[src/design/pwr_guard_pkg.sv]
// Constants for the power-state and thermal guard block.
// Assumes one 125 MHz clock and thermal comparator levels from analog sensors.
// How it works
// - Die overtemperature shuts all functions except supervision
// - Die shutdown ends below hysteresis release level
// - Either source-path trip kills sources and cable supply
// - Cooled path resumes automatically or waits for firmware
// - Enabled paths follow power state and role
// - Host port configures and controls all options
// - Boot configuration from host or EEPROM
// - Active to Idle only after quiet interval
package pwr_guard_pkg;
   // ------------------------------------------------------------
   // Timing
   // ------------------------------------------------------------
   localparam int CLK_PERIOD_NS = 8;
   localparam int IDLE_TIME_US = 1000;
   localparam int IDLE_CYCLES = (IDLE_TIME_US * 1000) / CLK_PERIOD_NS;
   localparam int IDLE_CNT_W = 32;
   // ------------------------------------------------------------
   // Power-state request codes
   // ------------------------------------------------------------
   localparam logic [1:0] REQ_RUN = 2'h0;
   localparam logic [1:0] REQ_STANDBY = 2'h1;
   localparam logic [1:0] REQ_SLEEP = 2'h2;
   // Path enable vector bit positions
   localparam int PATH_SRC_A = 0;
   localparam int PATH_SRC_B = 1;
   localparam int PATH_SNK_A = 2;
   localparam int PATH_SNK_B = 3;
   localparam int PATH_CBL_A = 4;
   localparam int PATH_CBL_B = 5;
   localparam int PATH_W = 6;
   localparam logic [PATH_W-1:0] PATHS_OFF = 6'h00;
   // Power states, one-hot
   typedef enum logic [3:0] {
      ST_ACTIVE = 4'h1,
      ST_IDLE = 4'h2,
      ST_STANDBY = 4'h4,
      ST_SLEEP = 4'h8
   } pwr_state_t;
endpackage
[src/design/power_state_thermal_guard.sv]
// Power-state sequencer with die and source-path thermal shutdown.
// Assumes comparator outputs arrive asynchronously from analog sensors,
// with hysteresis applied by the sensors' separate release outputs.
`timescale 1ns/10ps
module power_state_thermal_guard #(
   parameter int IDLE_COUNT = pwr_guard_pkg::IDLE_CYCLES
) (
   // Clock, reset, enable
   input wire logic CLK,
   input wire logic RST,
   input wire logic CE,
   // Thermal sensors (asynchronous levels)
   input wire logic DIE_HOT,
   input wire logic DIE_COOL,
   input wire logic PATH_A_HOT,
   input wire logic PATH_B_HOT,
   input wire logic PATH_A_COOL,
   input wire logic PATH_B_COOL,
   // Configuration and control from host port
   input wire logic CFG_LOADED,
   input wire logic AUTO_RESUME,
   input wire logic FW_REENABLE,
   input wire logic SOURCE_ROLE,
   input wire logic [1:0] STATE_REQ,
   // Activity events, one-cycle pulses on CLK
   input wire logic ACTIVITY,
   // Path enables and status
   output logic SOURCE_PATH_PORT_A,
   output logic SOURCE_PATH_PORT_B,
   output logic SINK_GATE_PATH_PORT_A,
   output logic SINK_GATE_PATH_PORT_B,
   output logic CABLE_SUPPLY_PATH_PORT_A,
   output logic CABLE_SUPPLY_PATH_PORT_B,
   output logic DIE_SHUTDOWN,
   output logic PATH_SHUTDOWN,
   output logic [3:0] POWER_STATE
);
   import pwr_guard_pkg::*;

   // ------------------------------------------------------------
   // Input synchronisers
   // ------------------------------------------------------------
   localparam int NS = 6;
   logic [NS-1:0] raw;
   logic [NS-1:0] s1_q, s2_q, s3_q, flt_q, flt_d;
   assign raw = {PATH_B_COOL, PATH_A_COOL, PATH_B_HOT, PATH_A_HOT, DIE_COOL, DIE_HOT};

   // Stages clear on reset, so cool levels read low for a few cycles;
   // no latch is set then, so the late release level does no harm
   // Accept a change once second and third stages agree
   always_comb begin
      flt_d = flt_q;
      for (int i = 0; i < NS; i++) begin
         if (s2_q[i] == s3_q[i]) begin
            flt_d[i] = s3_q[i];
         end
      end
   end

   always_ff @(posedge CLK) begin
      if (RST) begin
         s1_q <= '0;
         s2_q <= '0;
         s3_q <= '0;
         flt_q <= '0;
      end else if (CE) begin
         s1_q <= raw;
         s2_q <= s1_q;
         s3_q <= s2_q;
         flt_q <= flt_d;
      end
   end

   logic die_hot, die_cool, pa_hot, pb_hot, pa_cool, pb_cool;
   assign {pb_cool, pa_cool, pb_hot, pa_hot, die_cool, die_hot} = flt_q;

   // ------------------------------------------------------------
   // Thermal shutdown latches
   // ------------------------------------------------------------
   logic die_sd_q, die_sd_d, path_sd_q, path_sd_d;

   // Trips take priority over release in the same cycle
   always_comb begin
      // Only the paths go dark; the state machine keeps supervising
      die_sd_d = die_sd_q;
      if (die_hot) begin
         die_sd_d = 1'b1;
      end else if (die_cool) begin
         die_sd_d = 1'b0;
      end
      // One shared latch for both paths, so release waits for both
      path_sd_d = path_sd_q;
      if (pa_hot || pb_hot) begin
         path_sd_d = 1'b1;
      end else if (pa_cool && pb_cool && (AUTO_RESUME || FW_REENABLE)) begin
         path_sd_d = 1'b0;
      end
   end

   always_ff @(posedge CLK) begin
      if (RST) begin
         die_sd_q <= 1'b0;
         path_sd_q <= 1'b0;
      end else if (CE) begin
         die_sd_q <= die_sd_d;
         path_sd_q <= path_sd_d;
      end
   end

   // ------------------------------------------------------------
   // Power state machine and idle timer
   // ------------------------------------------------------------
   pwr_state_t st_q, st_d;
   logic [IDLE_CNT_W-1:0] idle_q, idle_d;
   logic idle_done;
   // Counter stops at the limit, so a long quiet spell
   // cannot wrap round and retrigger the Idle entry
   assign idle_done = (idle_q >= IDLE_CNT_W'(IDLE_COUNT - 1));

   // Quiet-interval counter and state sequencing
   always_comb begin
      idle_d = idle_q;
      st_d = st_q;
      if (ACTIVITY || st_q != ST_ACTIVE) begin
         idle_d = '0;
      end else if (!idle_done) begin
         idle_d = idle_q + IDLE_CNT_W'(1);
      end
      // Standby only through Idle; Sleep from Active or Idle
      unique case (st_q)
         ST_ACTIVE: begin
            if (STATE_REQ == REQ_SLEEP) begin
               st_d = ST_SLEEP;
            end else if (idle_done && !ACTIVITY) begin
               st_d = ST_IDLE;
            end
         end
         ST_IDLE: begin
            if (ACTIVITY) begin
               st_d = ST_ACTIVE;
            end else if (STATE_REQ == REQ_STANDBY) begin
               st_d = ST_STANDBY;
            end else if (STATE_REQ == REQ_SLEEP) begin
               st_d = ST_SLEEP;
            end
         end
         ST_STANDBY, ST_SLEEP: begin
            if (ACTIVITY || STATE_REQ == REQ_RUN) begin
               st_d = ST_ACTIVE;
            end
         end
         default: st_d = ST_ACTIVE;
      endcase
   end

   always_ff @(posedge CLK) begin
      if (RST) begin
         st_q <= ST_ACTIVE;
         idle_q <= '0;
      end else if (CE) begin
         st_q <= st_d;
         idle_q <= idle_d;
      end
   end

   // ------------------------------------------------------------
   // Path enables
   // ------------------------------------------------------------
   logic [PATH_W-1:0] en_q, en_d;

   // Table of enables per state, then thermal overrides
   always_comb begin
      // Paths stay off until the boot bundle is in
      en_d = PATHS_OFF;
      if (CFG_LOADED) begin
         unique case (st_q)
            ST_ACTIVE, ST_IDLE: begin
               en_d[PATH_SRC_A] = SOURCE_ROLE;
               en_d[PATH_SRC_B] = SOURCE_ROLE;
               en_d[PATH_SNK_A] = !SOURCE_ROLE;
               en_d[PATH_SNK_B] = !SOURCE_ROLE;
               en_d[PATH_CBL_A] = 1'b1;
               en_d[PATH_CBL_B] = 1'b1;
            end
            ST_STANDBY: en_d[PATH_SRC_A] = SOURCE_ROLE;
            ST_SLEEP: en_d = PATHS_OFF;
            default: en_d = PATHS_OFF;
         endcase
      end
      // Overrides read the next flag values, so paths drop
      // on the same edge as the shutdown flag rises
      if (path_sd_d) begin
         en_d[PATH_SRC_A] = 1'b0;
         en_d[PATH_SRC_B] = 1'b0;
         en_d[PATH_CBL_A] = 1'b0;
         en_d[PATH_CBL_B] = 1'b0;
      end
      if (die_sd_d) begin
         en_d = PATHS_OFF;
      end
   end

   always_ff @(posedge CLK) begin
      if (RST) begin
         en_q <= PATHS_OFF;
      end else if (CE) begin
         en_q <= en_d;
      end
   end

   // ------------------------------------------------------------
   // Outputs
   // ------------------------------------------------------------
   // Every output comes straight from a flip-flop
   assign SOURCE_PATH_PORT_A = en_q[PATH_SRC_A];
   assign SOURCE_PATH_PORT_B = en_q[PATH_SRC_B];
   assign SINK_GATE_PATH_PORT_A = en_q[PATH_SNK_A];
   assign SINK_GATE_PATH_PORT_B = en_q[PATH_SNK_B];
   assign CABLE_SUPPLY_PATH_PORT_A = en_q[PATH_CBL_A];
   assign CABLE_SUPPLY_PATH_PORT_B = en_q[PATH_CBL_B];
   assign DIE_SHUTDOWN = die_sd_q;
   assign PATH_SHUTDOWN = path_sd_q;
   assign POWER_STATE = st_q;
endmodule

[config.mk]
export PLATFORM = sky130hd
export DESIGN_NAME = power_state_thermal_guard
export DESIGN_NICKNAME = d
export VERILOG_FILES = /design/src/design/pwr_guard_pkg.sv /design/src/design/power_state_thermal_guard.sv
export SDC_FILE = /design/constraint.sdc
export NUM_CORES = 1
export LEC_CHECK = 0
export ABC_AREA = 1
export BUFFER_PORTS_ARGS = -buffer_cell sky130_fd_sc_hd__buf_2
export CAP_MARGIN = 25
export CORE_UTILIZATION = 58
export DETAILED_ROUTE_END_ITERATION = 8
export GPL_ROUTABILITY_DRIVEN = 0
export GPL_TIMING_DRIVEN = 0
export PLACE_DENSITY = 0.86
export SETUP_SLACK_MARGIN = 0.5
export SLEW_MARGIN = 25
export SYNTH_ARGS = -nofsm -noshare
export SYNTH_HDL_FRONTEND = slang
export SYNTH_SLANG_ARGS = --single-unit
[constraint.sdc]
create_clock -name CLK -period 2.1 [get_ports CLK]
set_input_delay 0.315 -clock CLK [delete_from_list [all_inputs] [get_ports CLK]]
set_output_delay 0.315 -clock CLK [all_outputs]
set_load 0.02 [all_outputs]
==> results.md <==
- Dpl hpwl: between 4 and 5 mm
- Clk buf depth: 2
- Post-Synthesis Cells: around 420
- Syn_nets: 433
- Area growth syn-to-layout: 23.5%
- H-tree level count: 3
- Row cnt: 25
- Largest family of logic cells by synthesized area: simple AND/OR/NAND/NOR gates
- PwrDens: ~820 nW/µm²
- Via count: around 3000
- Adder-Cell Fraction of Synth Area: 0.416%
- Post-Synth XOR/XNOR Area: 2.33%
- 1st-pass router iterations: 8
- Fillers: 330
- Slew @ Worst Pin: 0.501 ns
- Share of the synthesized area in the top cell type: 44.0%
- NumNets Final: 480
- Root Buffer Master: clkbuf_8
- Post-synth top area cell: dfxtp_1
- DR WL/cell: 14.6 µm
- Avg Synthesized Cell Area: roughly 7.2 µm²
- Num CTS Buffers: 9
- Crit path kind: reg2reg
- Smallest hold slack: 0.190 ns
- Synth Register Bits: 66
- Final Max Tran Viols: 0
- Final Routed Wirelength: 7.82 mm
- Initial drt markers: between 200 and 250
- Leak: roughly 1.5 nW
- Fin util: 76.5%
- Simple-gate share of the synthesized area: 30.6%
- Post-synthesis mux area share: 0%
- Post-synthesis compound-gate area fraction: a little over an eighth
- IO Port Bufs: 26
- Die X: 74.0 µm
- Hold WC Path Type: in2reg
- Via density per instance: between 5 and 6
- CP required: approximately 2.4 ns
- Syn. warnings: 0
- Global route total overflow: 0
- Final setup violation count: 0
- DRC: 2
- N_diodes: 0
- Netlist cell types: 29
- Setup crit end kind: flip-flop
- CP Data Arrival Time: approximately 2.1 ns
- CTS tree: yes
- Die ar.: roughly 5500 µm²
- Failing checks: DRC
- Post-placement cell count: 509
- Antenna-violating nets left: 0
- First-pass GRT wire length: 11.6 mm
- IO Pins: 28
- Top cells by area, synth: dfxtp_1 (44%), nand2_1 (9.7%), nor2_1 (8.4%)
- Max Freq: 550 MHz
- Headroom to the max-slew limit: 66.6%
- Peak supply drop: roughly 570 µV
- Final std cell area, no fill: 3710 µm²
- Crit Path Max Fanout: 6
- Cell area after synthesis: 3010 µm²
- Placement Cell Area: between 3000 and 4000 µm²
- RSZ-0062 raised after global routing: true
- Largest net degree at the start of global routing: 12
- Share of layout cells above drive strength 1: approximately 25%
- Worst clock skew: roughly 0.0060 ns
- TNS Setup: 0 ns
- Core Box Area: between 4000 and 5000 µm²
- Initial Util: 62.0%
- Clock Latency Late Sink: 0.35 ns
- Num Clock Sinks: 66
- Worst setup SP type: flip-flop
- Final non-filler cell total: 534
- Die H: 74.0 µm
- Initial antenna violation count: 0
- Total GRT Usage: 28.0%
- Tmin final: 1.82 ns
- Fin crit share: a little under 90%
- Final hold vios: 0
- Sequential share of the synthesized area: between 40% and 50%
- Outcome: complete, but fails checks
- Max-Cap Viols: 0
- Vias in the first global route: ~2700
- Clock transition at the registers of the reported paths: roughly 0.07 ns
-- kinds of logic after synthesis --
family                     Yosys count
AOI/OAI and AO/OA                   77
xor gates and xnor gates             8
adders and majority gates            1
buffers and inverters               62
DFF                                 66
and+or+nand+nor                    202
-- sequential cells by signal, summed over array words and instances (netlist names) --
register / flops
flt_q: 6
s2_q: 6
s1_q: 6
idle_q: 32
s3_q: 6
DIE_SHUTDOWN: 1
en_q: 4
POWER_STATE: 4
PATH_SHUTDOWN: 1
-- timing repair --
item | 4_1_cts | 5_1_grt
buffers inserted | 5 | 3
gates resized for setup | 15 | 43
cloned | 1 | 1
endpoints found under the setup margin | 34 | 36
pin swaps | 8 | 15
hold buffers | 0 | 0
-- layout by cell type (no fill, tap or decap), types with 2 or more instances in the layout --
cell        n
dfxtp_1    55
nor3_4      4
clkinv_2    2
nor3_1     12
nand2_2     7
o21ai_1     2
nand4_1     5
buf_4      12
buf_6       3
clkbuf_1    8
nand3_1    22
buf_2      29
nor3_2      2
a21oi_2     4
nor2_4      4
o21ai_0    31
nand2_1    71
bufinv_16   2
nor2_2      4
nand2_8     2
a21oi_1    33
inv_1      37
xor2_1      8
nor2_1     60
nand2_4     4
nand3_2     2
o211ai_1    2
clkbuf_8   10
dfxtp_2    10
inv_2       6
a221oi_1    3
-- critical path: stages, from the launching register on --
cell and delay [ns]:
dfxtp_2 0.34, ha_4 0.16, nand2_4 0.05, nand4_1 0.13, nand2_2 0.13, nand3_2 0.07
nand2_2 0.11, nand3_4 0.12, nand2_8 0.12, buf_8 0.13, nand2_4 0.05, nand2_2 0.06
nand2_1 0.07, nor2_1 0.18
-- synth_stat cells --
library cell and instances:
buf_2 3, dfxtp_1 66, nor2_1 67, nor3_1 15, o21a_1 1, o211ai_1 2, nor2_2 1, inv_1 40
nand2_2 3, nand2_1 78, clkbuf_1 8, o21ai_0 33, buf_4 4, a211oi_1 1, nor3_4 1, xor2_1 8
nand4_1 5, nand3_2 3, nand3_1 22, nand2_8 1, a21oi_1 37, a221oi_1 3, ha_1 1, inv_2 4
nor3_2 2, nor4_1 1, nor2_8 1, buf_6 3, nand2_4 2
-- layer usage --
| metal | up-vias | wire (µm) | global-route usage [%] |
|---|---|---|---|
| met5 | - | 0 | 0 |
| met4 | 0 | 334 | 13.7 |
| met3 | 46 | 534 | 8.81 |
| met2 | 151 | 3930 | 47.0 |
| met1 | 1363 | 3020 | 32.3 |
| li1 | 1433 | - | - |
-- where the power goes --
group | switching (mW) | internal (mW)
clock network | 0.487 | 0.692
logic | 0.329 | 0.184
registers | 0.0418 | 1.30
total | 0.858 | 2.18
-- final timing paths --
| check | start | to | slack (ns) | cells after the start |
|---|---|---|---|---|
| worst max-delay path | idle_q[1] | idle_q[13] | 0.28 | 13 |
| worst min-delay path | PATH_B_HOT | s1_q[3] | 0.19 | 3 |
| worst max register to register | idle_q[1] | idle_q[13] | 0.28 | 13 |
| worst min register to register | idle_q[19] | idle_q[19] | 0.44 | 2 |
-- through the flow --
step	setup WS [ns]	power, mW
after floorplan	0.549	1.66
after global placement	0.394	1.76
after detailed placement	0.327	1.77
after CTS	0.494	2.98
after global routing	0.298	3.13
final	0.283	3.04
-- cell type report --
cell class                 instances  area (µm²)  share of cell area [%]
clock buffer                      10         138                    3.71
sequential                        66        1340                    36.0
multi-input combinational        288        1560                    42.1
timing repair buffer              36         229                    6.17
inverter                          44         168                    4.52
clock inverter                     5        78.8                    2.12
tap                               67        83.8                    2.26
buffer                            18         113                    3.03
Power figures use the tool's default switching activity.
